==> src/rtl/nsr_pkg.sv <==
// Constants for the network status and event reporter.
// Assumes a 32-bit register port addressed in bytes on the host clock.
package nsr_pkg;

  // Byte offset of the status report word in the register space.
  localparam logic [7:0] NSR_REPORT_OFFSET = 8'h28;

  // Reset value: bits 31:26 read as ones, everything else clear.
  localparam logic [31:0] NSR_RESET_VALUE = 32'hfc000000;
  localparam logic [31:0] NSR_FIXED_ONES = 32'hfc000000;

  // Field positions of the status report word.
  localparam int NSR_BERR_TYPE_LSB = 23;
  localparam int NSR_TX_STATE_LSB = 20;
  localparam int NSR_RX_STATE_LSB = 17;
  localparam int NSR_NORMAL_SUM_BIT = 16;
  localparam int NSR_ABNORMAL_SUM_BIT = 15;
  localparam int NSR_BERR_BIT = 13;
  localparam int NSR_TIMER_BIT = 11;
  localparam int NSR_TX_EARLY_BIT = 10;
  localparam int NSR_RX_WDOG_BIT = 9;
  localparam int NSR_RX_STOP_BIT = 8;
  localparam int NSR_RX_BUF_BIT = 7;
  localparam int NSR_RX_DONE_BIT = 6;
  localparam int NSR_TX_UNDER_BIT = 5;
  localparam int NSR_TX_JABBER_BIT = 3;
  localparam int NSR_TX_BUF_BIT = 2;
  localparam int NSR_TX_STOP_BIT = 1;
  localparam int NSR_TX_DONE_BIT = 0;

  // Width of the flag bank, bits 16 down to 0.
  localparam int NSR_FLAG_W = 17;

  // Flags that exist; bits 4, 12 and 14 are reserved and read as zero.
  localparam logic [16:0] NSR_FLAG_EXIST = 17'h1afef;
  // Flags cleared by writing a one (bits 16 down to 1).
  localparam logic [16:0] NSR_FLAG_W1C = 17'h1fffe;
  // Members of the normal summary: bits 0, 2 and 6.
  localparam logic [16:0] NSR_NORMAL_SET = 17'h00045;
  // Members of the abnormal summary: bits 1,3,5,7,8,9,10,11,13.
  localparam logic [16:0] NSR_ABNORMAL_SET = 17'h02faa;

  // Bus error categories.
  typedef enum logic [2:0]
  {
    NSR_BERR_PARITY = 3'h0,
    NSR_BERR_MASTER = 3'h1,
    NSR_BERR_SLAVE = 3'h2
  } nsr_berr_type;

  // Transmit engine state codes.
  localparam logic [2:0] NSR_TX_STOPPED = 3'h0;
  localparam logic [2:0] NSR_TX_SUSPENDED = 3'h7;
  // Receive engine state codes.
  localparam logic [2:0] NSR_RX_STOPPED = 3'h0;
  localparam logic [2:0] NSR_RX_SUSPENDED = 3'h6;

endpackage

==> src/rtl/nsr_flag_if.sv <==
// Carrier between the reporter top and its sticky flag bank.
// Assumes both ends share one clock.
`timescale 1ns/1ps
interface nsr_flag_if #(parameter int W = 17);
  logic [W-1:0] set_vec;
  logic [W-1:0] clr_vec;
  logic [W-1:0] flags;
  // The top drives set and clear requests and reads the flags back.
  modport ctrl (output set_vec, output clr_vec, input flags);
  // The bank holds the flags.
  modport bank (input set_vec, input clr_vec, output flags);
endinterface

==> src/rtl/nsr_flag_bank.sv <==
// Sticky flag bank: hardware sets, software clears, set wins.
// Assumes clear requests are already masked to clearable bits.
`timescale 1ns/1ps
module nsr_flag_bank #(
  parameter int W = 17,
  parameter logic [W-1:0] EXIST = '1
)(
  input wire logic clock,
  input wire logic rstn,
  input wire logic soft_rst,
  nsr_flag_if.bank fl
);

  logic [W-1:0] flag_reg;
  logic [W-1:0] flag_next;

  // A set in the same cycle as a clear keeps the flag.
  assign flag_next = ((flag_reg & ~fl.clr_vec) | fl.set_vec) & EXIST;
  assign fl.flags = flag_reg;

  // Software reset clears the bank like the hardware reset.
  always_ff @(posedge clock or negedge rstn)
  begin
    if (!rstn)
      flag_reg <= '0;
    else if (soft_rst)
      flag_reg <= '0;
    else
      flag_reg <= flag_next;
  end

endmodule

==> src/rtl/nsr_reporter.sv <==
// Network status report register with its event flags and summaries.
// Assumes event inputs are one-cycle pulses synchronous to clock, and
// the engine state codes and mask enables are driven by other blocks.
`timescale 1ns/1ps
module nsr_reporter #(
  parameter int ADDR_W = 8
)(
  input  wire logic              clock,
  input  wire logic              rstn,
  input  wire logic              soft_rst,
  input  wire logic [ADDR_W-1:0] csr_addr,
  input  wire logic              csr_wr,
  input  wire logic              csr_rd,
  input  wire logic [31:0]       csr_wdata,
  output logic      [31:0]       csr_rdata,
  output logic                   csr_rvalid,
  input  wire logic [2:0]        tx_engine_state,
  input  wire logic [2:0]        rx_engine_state,
  input  wire logic              tx_complete_evt,
  input  wire logic              tx_early_evt,
  input  wire logic              tx_underrun_evt,
  input  wire logic              tx_jabber_evt,
  input  wire logic              tx_buf_unavail_evt,
  input  wire logic              tx_poll_demand,
  input  wire logic              tx_autopoll_timeout,
  input  wire logic              rx_complete_evt,
  input  wire logic              rx_buf_unavail_evt,
  input  wire logic              rx_watchdog_evt,
  input  wire logic              rx_frame_arrived,
  input  wire logic              rx_poll_demand,
  input  wire logic              timer_expired_evt,
  input  wire logic              bus_error_evt,
  input  wire logic [2:0]        bus_error_code,
  input  wire logic              normal_summary_enable,
  input  wire logic              abnormal_summary_enable,
  input  wire logic              bus_error_enable,
  output logic                   irq,
  output logic                   tx_suspend_hold,
  output logic                   rx_suspend_hold,
  output logic                   tx_abort,
  output logic                   tx_force_stop,
  output logic                   desc_underrun_mark,
  output logic                   desc_jabber_mark,
  output logic                   tx_fetch_next,
  output logic                   rx_fetch_next
);

  // The report offset must fit in the address port.
  if (ADDR_W < 7)
  begin : g_addr_w_check
    $error("nsr_reporter: ADDR_W too narrow for the report offset");
  end

  localparam int FW = nsr_pkg::NSR_FLAG_W;

  // Returns a one-hot flag vector with bit pos set when cond is true.
  function automatic logic [FW-1:0] flag_bit(input logic cond,
                                             input int pos);
    logic [FW-1:0] v;
    v = '0;
    v[pos] = cond;
    return v;
  endfunction

  // Engine state mirrors and the recorded bus error type.
  logic [2:0]  tx_state_reg;
  logic [2:0]  rx_state_reg;
  logic [2:0]  berr_type_reg;
  logic [2:0]  berr_type_next;

  // Register port outputs.
  logic [31:0] rdata_reg;
  logic [31:0] rdata_next;
  logic        rvalid_reg;

  // Control outputs towards the descriptor engines.
  logic        irq_reg;
  logic        irq_next;
  logic        tx_hold_reg;
  logic        tx_hold_next;
  logic        rx_hold_reg;
  logic        rx_hold_next;
  logic        tx_abort_reg;
  logic        tx_stop_reg;
  logic        under_mark_reg;
  logic        jabber_mark_reg;
  logic        tx_fetch_reg;
  logic        rx_fetch_reg;

  nsr_flag_if #(.W(FW)) fl ();

  // Address decode of the single report word.
  logic        hit;
  logic        wr_hit;
  logic        rd_hit;
  assign hit = (csr_addr == ADDR_W'(nsr_pkg::NSR_REPORT_OFFSET));
  assign wr_hit = csr_wr & hit;
  assign rd_hit = csr_rd & hit;

  // Stopped-state entry is a change of the mirrored code into stopped.
  logic        tx_enter_stop;
  logic        rx_enter_stop;
  assign tx_enter_stop = (tx_engine_state == nsr_pkg::NSR_TX_STOPPED) &&
                         (tx_state_reg != nsr_pkg::NSR_TX_STOPPED);
  assign rx_enter_stop = (rx_engine_state == nsr_pkg::NSR_RX_STOPPED) &&
                         (rx_state_reg != nsr_pkg::NSR_RX_STOPPED);

  // The early flag is only set when transmit done does not arrive in
  // the same cycle; otherwise the automatic clear would be undone.
  logic        tx_early_set;
  assign tx_early_set = tx_early_evt & ~tx_complete_evt;

  // Event set vector; each event feeds exactly one flag.
  logic [FW-1:0] ev_set;
  assign ev_set =
    flag_bit(tx_complete_evt, nsr_pkg::NSR_TX_DONE_BIT) |
    flag_bit(tx_enter_stop, nsr_pkg::NSR_TX_STOP_BIT) |
    flag_bit(tx_buf_unavail_evt, nsr_pkg::NSR_TX_BUF_BIT) |
    flag_bit(tx_jabber_evt, nsr_pkg::NSR_TX_JABBER_BIT) |
    flag_bit(tx_underrun_evt, nsr_pkg::NSR_TX_UNDER_BIT) |
    flag_bit(rx_complete_evt, nsr_pkg::NSR_RX_DONE_BIT) |
    flag_bit(rx_buf_unavail_evt, nsr_pkg::NSR_RX_BUF_BIT) |
    flag_bit(rx_enter_stop, nsr_pkg::NSR_RX_STOP_BIT) |
    flag_bit(rx_watchdog_evt, nsr_pkg::NSR_RX_WDOG_BIT) |
    flag_bit(tx_early_set, nsr_pkg::NSR_TX_EARLY_BIT) |
    flag_bit(timer_expired_evt, nsr_pkg::NSR_TIMER_BIT) |
    flag_bit(bus_error_evt, nsr_pkg::NSR_BERR_BIT);

  // Summaries are set from their member flags after this cycle's clears and
  // events, so a summary never outlives members cleared with it.
  logic [FW-1:0] member_now;
  logic          normal_any;
  logic          abnormal_any;
  assign member_now = (fl.flags & ~fl.clr_vec) | ev_set;
  assign normal_any = |(member_now & nsr_pkg::NSR_NORMAL_SET);
  assign abnormal_any = |(member_now & nsr_pkg::NSR_ABNORMAL_SET);

  logic [FW-1:0] sum_set;
  assign sum_set =
    flag_bit(normal_any, nsr_pkg::NSR_NORMAL_SUM_BIT) |
    flag_bit(abnormal_any, nsr_pkg::NSR_ABNORMAL_SUM_BIT);

  // Software clears only the write-one-clear bits it writes ones to;
  // zeros and the read-only fields above bit 16 are ignored.
  logic [FW-1:0] sw_clr;
  assign sw_clr = wr_hit ? (csr_wdata[FW-1:0] & nsr_pkg::NSR_FLAG_W1C)
                         : '0;

  // Hardware clear of the early flag by the transmit done event.
  logic [FW-1:0] hw_clr;
  assign hw_clr = flag_bit(tx_complete_evt, nsr_pkg::NSR_TX_EARLY_BIT);

  assign fl.set_vec = ev_set | sum_set;
  assign fl.clr_vec = sw_clr | hw_clr;

  nsr_flag_bank #(
    .W     (FW),
    .EXIST (nsr_pkg::NSR_FLAG_EXIST)
  ) u_bank (
    .clock    (clock),
    .rstn     (rstn),
    .soft_rst (soft_rst),
    .fl       (fl)
  );

  // The type field is refreshed on every bus error so that it always
  // describes the latest one; it is only meaningful while the flag is.
  assign berr_type_next = bus_error_evt ? bus_error_code
                                        : berr_type_reg;

  // Read image of the report word; reserved bits read as zero.
  logic [31:0] image;
  assign image = nsr_pkg::NSR_FIXED_ONES |
    (32'(berr_type_reg) << nsr_pkg::NSR_BERR_TYPE_LSB) |
    (32'(tx_state_reg) << nsr_pkg::NSR_TX_STATE_LSB) |
    (32'(rx_state_reg) << nsr_pkg::NSR_RX_STATE_LSB) |
    32'(fl.flags);
  assign rdata_next = rd_hit ? image : 32'h00000000;

  // Interrupt: normal path gated by its enable, abnormal path by its
  // enable, with the bus error also needing its own enable.
  logic        irq_normal;
  logic        irq_berr;
  logic        irq_abn_other;
  logic [FW-1:0] abn_other_set;
  assign irq_normal = fl.flags[nsr_pkg::NSR_NORMAL_SUM_BIT] &
                      normal_summary_enable;
  assign irq_berr = fl.flags[nsr_pkg::NSR_BERR_BIT] &
                    bus_error_enable & abnormal_summary_enable;
  assign abn_other_set = nsr_pkg::NSR_ABNORMAL_SET &
                         ~flag_bit(1'b1, nsr_pkg::NSR_BERR_BIT);
  assign irq_abn_other = |(fl.flags & abn_other_set) &
                         fl.flags[nsr_pkg::NSR_ABNORMAL_SUM_BIT] &
                         abnormal_summary_enable;
  assign irq_next = irq_normal | irq_berr | irq_abn_other;

  // Transmit suspend hold: set by a host-owned descriptor or underrun,
  // released by a poll demand, the automatic polling timeout or a jabber
  // event. A new cause in the release cycle keeps the hold.
  assign tx_hold_next = tx_buf_unavail_evt | tx_underrun_evt |
                        (tx_hold_reg & ~tx_poll_demand &
                         ~tx_autopoll_timeout & ~tx_jabber_evt);

  // Receive suspend hold: released by a new frame or a poll demand.
  assign rx_hold_next = rx_buf_unavail_evt |
                        (rx_hold_reg & ~rx_frame_arrived &
                         ~rx_poll_demand);

  // Register port and state mirrors.
  always_ff @(posedge clock or negedge rstn)
  begin
    if (!rstn)
    begin
      rdata_reg <= 32'h00000000;
      rvalid_reg <= 1'b0;
      tx_state_reg <= nsr_pkg::NSR_TX_STOPPED;
      rx_state_reg <= nsr_pkg::NSR_RX_STOPPED;
      berr_type_reg <= 3'h0;
    end
    else if (soft_rst)
    begin
      rdata_reg <= 32'h00000000;
      rvalid_reg <= 1'b0;
      tx_state_reg <= nsr_pkg::NSR_TX_STOPPED;
      rx_state_reg <= nsr_pkg::NSR_RX_STOPPED;
      berr_type_reg <= 3'h0;
    end
    else
    begin
      rdata_reg <= rdata_next;
      rvalid_reg <= csr_rd;
      tx_state_reg <= tx_engine_state;
      rx_state_reg <= rx_engine_state;
      berr_type_reg <= berr_type_next;
    end
  end

  // Interrupt and suspend holds.
  always_ff @(posedge clock or negedge rstn)
  begin
    if (!rstn)
    begin
      irq_reg <= 1'b0;
      tx_hold_reg <= 1'b0;
      rx_hold_reg <= 1'b0;
    end
    else if (soft_rst)
    begin
      irq_reg <= 1'b0;
      tx_hold_reg <= 1'b0;
      rx_hold_reg <= 1'b0;
    end
    else
    begin
      irq_reg <= irq_next;
      tx_hold_reg <= tx_hold_next;
      rx_hold_reg <= rx_hold_next;
    end
  end

  // One-cycle commands to the descriptor engines, one cycle after the
  // event; they carry no state so a repeat event simply repeats them.
  always_ff @(posedge clock or negedge rstn)
  begin
    if (!rstn)
    begin
      tx_abort_reg <= 1'b0;
      tx_stop_reg <= 1'b0;
      under_mark_reg <= 1'b0;
      jabber_mark_reg <= 1'b0;
      tx_fetch_reg <= 1'b0;
      rx_fetch_reg <= 1'b0;
    end
    else if (soft_rst)
    begin
      tx_abort_reg <= 1'b0;
      tx_stop_reg <= 1'b0;
      under_mark_reg <= 1'b0;
      jabber_mark_reg <= 1'b0;
      tx_fetch_reg <= 1'b0;
      rx_fetch_reg <= 1'b0;
    end
    else
    begin
      tx_abort_reg <= tx_jabber_evt;
      tx_stop_reg <= tx_jabber_evt;
      jabber_mark_reg <= tx_jabber_evt;
      under_mark_reg <= tx_underrun_evt;
      tx_fetch_reg <= tx_complete_evt;
      rx_fetch_reg <= rx_complete_evt;
    end
  end

  // Every output comes straight from a flip-flop.
  assign csr_rdata = rdata_reg;
  assign csr_rvalid = rvalid_reg;
  assign irq = irq_reg;
  assign tx_suspend_hold = tx_hold_reg;
  assign rx_suspend_hold = rx_hold_reg;
  assign tx_abort = tx_abort_reg;
  assign tx_force_stop = tx_stop_reg;
  assign desc_underrun_mark = under_mark_reg;
  assign desc_jabber_mark = jabber_mark_reg;
  assign tx_fetch_next = tx_fetch_reg;
  assign rx_fetch_next = rx_fetch_reg;

endmodule

==> config.mk <==
export PLATFORM = sky130hd
export DESIGN_NAME = nsr_reporter
export DESIGN_NICKNAME = d
export VERILOG_FILES = /design/src/rtl/nsr_pkg.sv /design/src/rtl/nsr_flag_if.sv /design/src/rtl/nsr_flag_bank.sv /design/src/rtl/nsr_reporter.sv
export SDC_FILE = /design/constraint.sdc
export NUM_CORES = 1
export LEC_CHECK = 0
export ABC_AREA = 0
export BUFFER_PORTS_ARGS = -buffer_cell sky130_fd_sc_hd__buf_2
export CAP_MARGIN = 20
export CORE_ASPECT_RATIO = 1.2
export CORE_MARGIN = 1.5
export CORE_UTILIZATION = 44
export CTS_CLUSTER_DIAMETER = 60
export DETAILED_ROUTE_END_ITERATION = 10
export PLACE_DENSITY = 0.78
export SETUP_SLACK_MARGIN = 0.1
export SYNTH_ARGS = -nofsm -noshare
export SYNTH_HDL_FRONTEND = slang
export SYNTH_SLANG_ARGS = --single-unit
==> constraint.sdc <==
create_clock -name clock -period 1.73 [get_ports clock]
set_input_delay 0.346 -clock clock [delete_from_list [all_inputs] [get_ports clock]]
set_output_delay 0.346 -clock clock [all_outputs]
set_load 0.05 [all_outputs]
**After elaboration in Yosys (flattened, before gate mapping)**

Index checks and enable logic that the tools add are counted.

- Bits in registers: 66
- Output and inout bits: 42
- Logic and storage cells: 85

- Equal/unequal tests: 1
- Muxes and demuxes: 16
- Bitwise gates (word level): 45
- Reduce and logical (&&, ||, !) cells: 10

Operators by type and width:

| operator | count |
|---|---|
| $mux 32 | 2 |
| $mux 17 | 2 |
| $or 32x17->32 | 1 |
| $or 32x20->32 | 1 |
| $or 32x23->32 | 1 |
| $and 17x17->17 | 1 |
| $not 17->17 | 1 |
| $or 14x17->17 | 1 |
| $or 17x11->17 | 1 |
| $or 17x16->17 | 1 |
| $or 17x17->17 | 1 |
| $or 12x14->14 | 1 |
| $or 14x14->14 | 1 |
| $and 1x1->1 | 13 |
| $mux 3 | 4 |
| $or 11x12->12 | 1 |
| $or 10x11->11 | 1 |
| $or 9x10->10 | 1 |
| $or 8x9->9 | 1 |
| $reduce_or 9->1 | 1 |
| $eq 8x6->1 const B | 1 |
| $mux 1 | 8 |
| $or 7x8->8 | 1 |
| $reduce_or 8->1 | 1 |
| other kinds (12) | 24 |

**Logic depth before layout (Yosys ltp)**

Gate-level depths: netlist of the first run.

- Word-level depth: 19
- Mapped depth: 6
- Gate-level depth less buffers: 5

**Cells and area by module**

A second synthesis of the first run with hierarchy kept.

- Cells, all modules: 231
- Area, all modules: 2,467.4 sq um

Modules (own cells, without submodules):

| module | instances | cells each | area each (sq um) | seq. area each (sq um) |
|---|---|---|---|---|
| nsr_reporter | 1 | 170 | 1,869.3 | 1,101.1 |
| nsr_flag_bank | 1 | 61 | 598.1 | 350.3 |

**Least setup slack after synthesis of the first run**

No wires, ideal clock.

- Path type: input -> register
- Start: input port csr_addr[2]
- End: register u_bank.flag_reg[15] (netlist: u_bank.fl.flags[15])
- Data arrival time: 1.599 ns
- Required time: 1.584 ns
- Slack: -0.015 ns
- Cell stages on the path: 6
- Path buffers: 1
- Cells stage by stage: nor4b_4 -> and3_1 -> buf_6 -> nand2_1 -> a2111oi_1 -> a41oi_1

- Longest elaborated chain between the ends: 12

RTL lines:

| element | line | RTL |
|---|---|---|
| start: declaration | nsr_reporter.sv:11 | `input wire logic [ADDR_W-1:0] csr_addr,` |
| $eq 8x6->1 (*) | nsr_reporter.sv:96 | `assign hit = (csr_addr == ADDR_W'(nsr_pkg::NSR_REPORT_OFFSET));` |
| $and 1x1->1 (*) | nsr_reporter.sv:97 | `assign wr_hit = csr_wr & hit;` |
| $mux 17 (*) | nsr_reporter.sv:146 | `assign sw_clr = wr_hit ? (csr_wdata[FW-1:0] & nsr_pkg::NSR_FLAG_W1C)` |
| $or 17x11->17 (*) | nsr_reporter.sv:154 | `assign fl.clr_vec = sw_clr \| hw_clr;` |
| $not 17->17 (*) | nsr_flag_bank.sv:18 | `assign flag_next = ((flag_reg & ~fl.clr_vec) \| fl.set_vec) & EXIST;` |
| $and 17x17->17 (*) | nsr_flag_bank.sv:18 |  |
| $or 14x14->14 | nsr_reporter.sv:134 | `assign member_now = (fl.flags & ~fl.clr_vec) \| ev_set;` |
| $reduce_or 9->1 | nsr_reporter.sv:136 | `assign abnormal_any = \|(member_now & nsr_pkg::NSR_ABNORMAL_SET);` |
| $or 17x16->17 | nsr_reporter.sv:140 | `flag_bit(normal_any, nsr_pkg::NSR_NORMAL_SUM_BIT) \|` |
| $or 14x17->17 | nsr_reporter.sv:153 | `assign fl.set_vec = ev_set \| sum_set;` |
| $or 17x17->17 (*) | nsr_flag_bank.sv:18 |  |
| $mux 17 (*) | nsr_flag_bank.sv:26 | `else if (soft_rst)` |
| end signal: assignment | nsr_flag_bank.sv:29 | `flag_reg <= flag_next;` |
| end: declaration | nsr_flag_bank.sv:14 | `logic [W-1:0] flag_reg;` |

Mark *: on every way between the ends. The rest lies on a longest branch, timed or not.
A chain may end at the register's enable or synchronous reset.

**Final worst setup path of the first run**

- Start: input port csr_addr[4]
- End: register u_bank.flag_reg[15] (netlist: u_bank.fl.flags[15])

Same word-level chain as after synthesis.

==> results.sh, run 1 <==
export IMPL_netlist_area_sq_um=2143
export IMPL_start_kind="input pin"
export IMPL_instances_no_fill=327
export IMPL_mostFrequentLayoutCell="buf_2"
export IMPL_gr_total_overflow=0
export IMPL_worstSkewPairLatency_ns=0.30
export IMPL_synthCells=178
export IMPL_fp_dieArea_sq_um=5300
export IMPL_cp_num_buf_inv=1
export IMPL_cp_max_fo=4
export IMPL_via_per_inst=4.908
export IMPL_cts_tree="done"
export IMPL_drv_cap=0
export IMPL_nNetsFinal=340
export IMPL_postCtsSetupBuffers=0
export IMPL_die_height_microns=79.46
export IMPL_worst_slew_pin_slew_ns=0.5146
export IMPL_hpwlAfterDp_mm=3.286
export IMPL_cp_slowest_cell="a2111oi_2"
export IMPL_rsz0062_at_grt="no"
export IMPL_finClkSkew_ns=0.003104
export IMPL_cts_buffer_depth=2
export IMPL_post_route_drc_count=0
export IMPL_vias=1605
export IMPL_cellPowerDensity_nw_per_um2=879.5
export IMPL_synth_seq_area_share_pct=64.21
export IMPL_outcome="complete, no violations"
export IMPL_hold_path_class="input pin to asynchronous set/reset pin"
export IMPL_peakVddDrop_mv=0.4677
export IMPL_die_w_microns=66.71
export IMPL_end_kind="flip-flop"
export IMPL_clkTransAtPathRegs_ns=0.09
export IMPL_whs_ns=0.007788
export IMPL_setup_violations=0
export IMPL_crit_required_ns=1.90
export IMPL_place_inst=320
export IMPL_fmax_ghz=0.6355
export IMPL_start_util_pct=46.31
export IMPL_path_cells="buf_2 -> nor4b_4 -> nand4_1 -> a2111oi_2 -> and3_1 -> a41oi_1"
export IMPL_slew_violations=0
export IMPL_ys_ff_latch=55
export IMPL_total_power_mw=2.453
export IMPL_fp_row_count=27
export IMPL_antenna_cells=0
export IMPL_drt_iter0_markers=90
export IMPL_drt_wirelength_per_cell_microns=14.19
export IMPL_hold_viol_final=0
export IMPL_grt_pass1_wl_mm=7.100
export IMPL_path_delay_family="simple AND/OR/NAND/NOR gates"
export IMPL_area_delta_synth_final_pct=30.12
export IMPL_cellLeakagePower_nw=1.499
export IMPL_slew_headroom_pct=65.38
export IMPL_ant_nets=0
export IMPL_core_sq_um=4628
export IMPL_drt_first_pass_iters=4
export IMPL_syn_area_per_cell_sq_um=12.04
export IMPL_root_buffer="clkbuf_8"
export IMPL_pin_count=113
export IMPL_regToRegSetupSlack_ns=0.33
export IMPL_drive_gt1_share_pct=43.12
export IMPL_drt_wl_total_mm=4.640
export IMPL_final_cell_mix="buf_2, dfrtp_1, and2_1"
export IMPL_synth_cell_types=27
export IMPL_grt_pass1_vias=1542
export IMPL_cts_sinks=55
export IMPL_ys_warnings_count=0
export IMPL_antenna_found_initial=0
export IMPL_finalCriticalPeriod_ns=1.574
export IMPL_cp_arrival_ns=1.74
export IMPL_numCtsBuffers=5
export IMPL_grt_max_degree=56
export IMPL_path_class="input pin to flip-flop"
export IMPL_h_tree_depth=2
export IMPL_gp_congestion=0.7511
export IMPL_largest_register_ffs=24
export IMPL_grt_use_total_pct=18.05
export IMPL_fin_crit_sh_pct=90.96
export IMPL_numPortBuffers=90
export IMPL_slowest_delay_ns=0.41
export IMPL_tns_ns=0
==> logic make-up after synthesis <==
kind of cell,after synthesis,share of synthesized area (%)
compound gates,21,7.239
buf+inv,18,5.254
flops,55,64.21
mux,3,1.401
other cells,1,0.1750
simple gates,80,21.72
==> final cells by class <==
type                    instances  area [sq um]
clock buffers                   5         68.82
clock inverters                 2         37.54
fillers                       387          1839
inverters                       1         3.754
multi-input cells             107         686.9
flip-flops and latches         55          1376
well taps                      58         72.57
repair buffers                 99         543.0
==> layer usage <==
metal  global-route usage [%]  vias up  wire, microns
li1                         -      770              -
met1                    21.89      774           1848
met2                    30.90       52           2469
met3                    3.808        9            225
met4                    7.347        0             97
met5                        0        -              0
==> final timing paths <==
check / depth (start not counted) / end / from
max: 6 / u_bank.fl.flags[15] / csr_addr[4]
min: 2 / csr_rvalid / rstn
max reg2reg: 5 / u_bank.fl.flags[15] / u_bank.fl.flags[11]
min reg2reg: 1 / csr_rdata[19] / rx_state_reg[2]
max in group asynchronous: 2 / berr_type_reg[0] / rstn
min in group clock: 2 / csr_rvalid / soft_rst
==> repair_timing <==
| action | CTS | global route |
|---|---|---|
| endpoints found under the setup margin | 0 | 1 |
| resized for setup | 0 | 3 |
| endpoints found under the hold margin | 0 | 0 |
| hold buffers | 0 | 0 |
==> report_power, final <==
group          switching [mW]  internal (mW)
sequential             0.0242           1.33
combinational           0.170          0.107
clock                   0.402          0.423
total                   0.597           1.86
==> metrics by stage <==
| stage | util [%] | setup WS, ns | instance area [sq um] |
|---|---|---|---|
| final | 60.26 | 0.1564 | 2789 |
| after global routing | 60.26 | 0.03722 | 2789 |
| after CTS | 60.10 | 0.1733 | 2781 |
| after detailed placement | 57.80 | -0.1501 | 2675 |
| after global placement | 57.80 | -0.1376 | 2675 |
| after floorplan | - | 0.03921 | 2168 |
==> cell usage after synthesis (all sizes together) <==
cell type  instances  area, sq um
a22oi              1        7.510
a22o               1        8.760
buf               11        86.33
nand2              9        33.78
nor2b             12        75.07
a41oi              3        26.28
nor4b              3        56.31
nor2              19        71.32
a311oi             1        8.760
mux2i              3        30.03
a2111oi            3        28.78
nor3b              1        7.510
dfrtp             55         1376
nor3               3        15.01
and3               3        18.77
inv                1        3.750
nor4               4        25.02
nand4              3        18.77
a21oi              8        40.04
a21boi             2        15.01
conb               1        3.750
and2              23        143.9
o21ba              2        20.02
clkbuf             6        22.52
Note: power is estimated with default switching activity, not from simulation.
==> run 2, diff against run 1 <==
Settings changed: CORE_UTILIZATION 44 to 45, CTS_BUF_LIST set to sky130_fd_sc_hd__clkbuf_4 sky130_fd_sc_hd__clkbuf_8, PLACE_DENSITY 0.78 to 0.8, SLEW_MARGIN set to 10.
==> run 2 against run 1 <==
Against the previous run:
- via count grew 0.62%
- sequential power hardly changed
- die area fell by 2.1%
- clock skew grew 0.0054 ns
- setup slack got worse by 0.047 ns
- count of clock-buffer cells in the layout is the same
- largest cell class unchanged
- highest routed layer unchanged
==> results.sh, run 2 (synthesized netlist as in run 1, its figures left out) <==
export IMPL_numPortBuffers=90
export IMPL_cts_sinks=55
export IMPL_grt_use_total_pct=19.15
export IMPL_worstSkewPairLatency_ns=0.31
export IMPL_fmax_ghz=0.6170
export IMPL_tns_ns=0
export IMPL_grt_pass1_vias=1612
export IMPL_hold_path_class="input pin to flip-flop"
export IMPL_ant_nets=0
export IMPL_drt_wirelength_per_cell_microns=14.41
export IMPL_root_buffer="clkbuf_8"
export IMPL_die_height_microns=78.60
export IMPL_via_per_inst=4.909
export IMPL_finClkSkew_ns=0.008533
export IMPL_outcome="complete, no violations"
export IMPL_grt_max_degree=34
export IMPL_finalCriticalPeriod_ns=1.621
export IMPL_slew_violations=0
export IMPL_drv_cap=0
export IMPL_cp_max_fo=6
export IMPL_pre_cts_ws_ns=-0.2770
export IMPL_post_route_drc_count=0
export IMPL_cts_tree="done"
export IMPL_instances_no_fill=329
export IMPL_cp_slowest_cell="nor4b_4"
export IMPL_nNetsFinal=341
export IMPL_grt_pass1_wl_mm=7.355
export IMPL_path_class="input pin to flip-flop"
export IMPL_peakVddDrop_mv=0.4994
export IMPL_final_cell_mix="buf_2, dfrtp_1, and2_1"
export IMPL_rsz0062_at_grt="no"
export IMPL_setup_violations=0
export IMPL_cellPowerDensity_nw_per_um2=835.8
export IMPL_place_inst=320
export IMPL_mostFrequentLayoutCell="buf_2"
export IMPL_largest_register_ffs=24
export IMPL_gp_congestion=0.7880
export IMPL_drt_wl_total_mm=4.740
export IMPL_setup_slack_ns=0.1094
export IMPL_hpwlAfterDp_mm=3.544
export IMPL_gr_total_overflow=0
export IMPL_core_sq_um=4594
export IMPL_vias=1615
export IMPL_hold_viol_final=0
export IMPL_fillers=392
export IMPL_drt_first_pass_iters=4
export IMPL_fin_crit_sh_pct=93.68
export IMPL_die_w_microns=66
export IMPL_cp_arrival_ns=1.80
export IMPL_antenna_found_initial=0
export IMPL_pin_count=113
export IMPL_crit_required_ns=1.91
export IMPL_cellLeakagePower_nw=1.502
export IMPL_fp_row_count=27
export IMPL_slew_headroom_pct=51.50
export IMPL_path_cells="buf_2 -> nor4b_4 -> and3_4 -> nand2_1 -> a2111oi_4 -> a41oi_2"
export IMPL_drt_iter0_markers=105
export IMPL_numCtsBuffers=5
export IMPL_cts_buffer_depth=2
export IMPL_antenna_cells=0
export IMPL_slowest_delay_ns=0.40
export IMPL_worst_slew_pin_slew_ns=0.7208
export IMPL_start_kind="input pin"
export IMPL_area_delta_synth_final_pct=31.35
export IMPL_h_tree_depth=2
export IMPL_clkTransAtPathRegs_ns=0.10
export IMPL_postCtsSetupBuffers=0
export IMPL_end_kind="flip-flop"
export IMPL_start_util_pct=46.65
export IMPL_drive_gt1_share_pct=43.91
export IMPL_fp_dieArea_sq_um=5188
[run 2: power breakdown]
part | internal (mW) | switching (mW) | total, mW | leakage (nW)
combinational | 0.111 | 0.176 | 0.286 | 0.722
sequential | 1.33 | 0.0257 | 1.35 | 0.732
clock | 0.291 | 0.424 | 0.715 | 0.0485
total | 1.73 | 0.626 | 2.35 | 1.50
[run 2: what timing repair did]
action	in CTS	in global routing
pin swaps	0	6
resized for setup	1	6
endpoints found under the hold margin	7	0
gates cloned	0	0
endpoints found under the setup margin	2	2
hold buffers	1	0
[run 2: stage by stage]
step | instance area (sq um) | hold slack (ns) | power [mW] | utilization (%)
detailed placement | 2675 | 0.3483 | 1.654 | 58.22
global route | 2815 | 0.1851 | 2.463 | 61.27
floorplan | 2168 | 0.05041 | 1.520 | -
CTS | 2778 | 0.1874 | 2.371 | 60.46
finish | 2815 | 0.2035 | 2.353 | 61.27
global placement | 2675 | 0.3384 | 1.644 | 58.22
[run 2: cell type report]
| class | count | area, sq um | share of cell area, % |
|---|---|---|---|
| sequential | 55 | 1376 | 48.89 |
| clock inverter | 3 | 22.52 | 0.8000 |
| multi-input combinational | 107 | 718.2 | 25.51 |
| tap | 58 | 72.57 | 2.578 |
| timing repair buffer | 100 | 553.0 | 19.64 |
| clock buffer | 5 | 68.82 | 2.444 |
| inverter | 1 | 3.754 | 0.1333 |
[run 2: routing by layer]
metal | vias to the layer above | wire length (microns) | global-route usage, %
li1 | 772 | - | -
met1 | 780 | 1855 | 22.02
met2 | 51 | 2488 | 32.93
met3 | 12 | 261 | 4.585
met4 | 0 | 133 | 9.388
met5 | - | 0 | 0
[run 2: worst max-delay path, delay by kind of cell]
family                 cells  cell delay [ns]
AOI/OAI and AO/OA          2             0.50
buffers and inverters      1             0.12
and+or+nand+nor            3             0.84
[run 2: final timing paths]
check | from | to | slack [ns] | cells after the start
min in group asynchronous | rstn | csr_rdata[18] | 0.53 | 2
worst min register to register | berr_type_reg[2] | csr_rdata[25] | 0.49 | 1
max in group asynchronous | rstn | u_bank.fl.flags[11] | 0.64 | 3
worst min-delay path | soft_rst | csr_rvalid | 0.20 | 2
worst max register to register | u_bank.fl.flags[7] | irq | 0.32 | 5
worst max-delay path | csr_addr[1] | u_bank.fl.flags[15] | 0.11 | 6
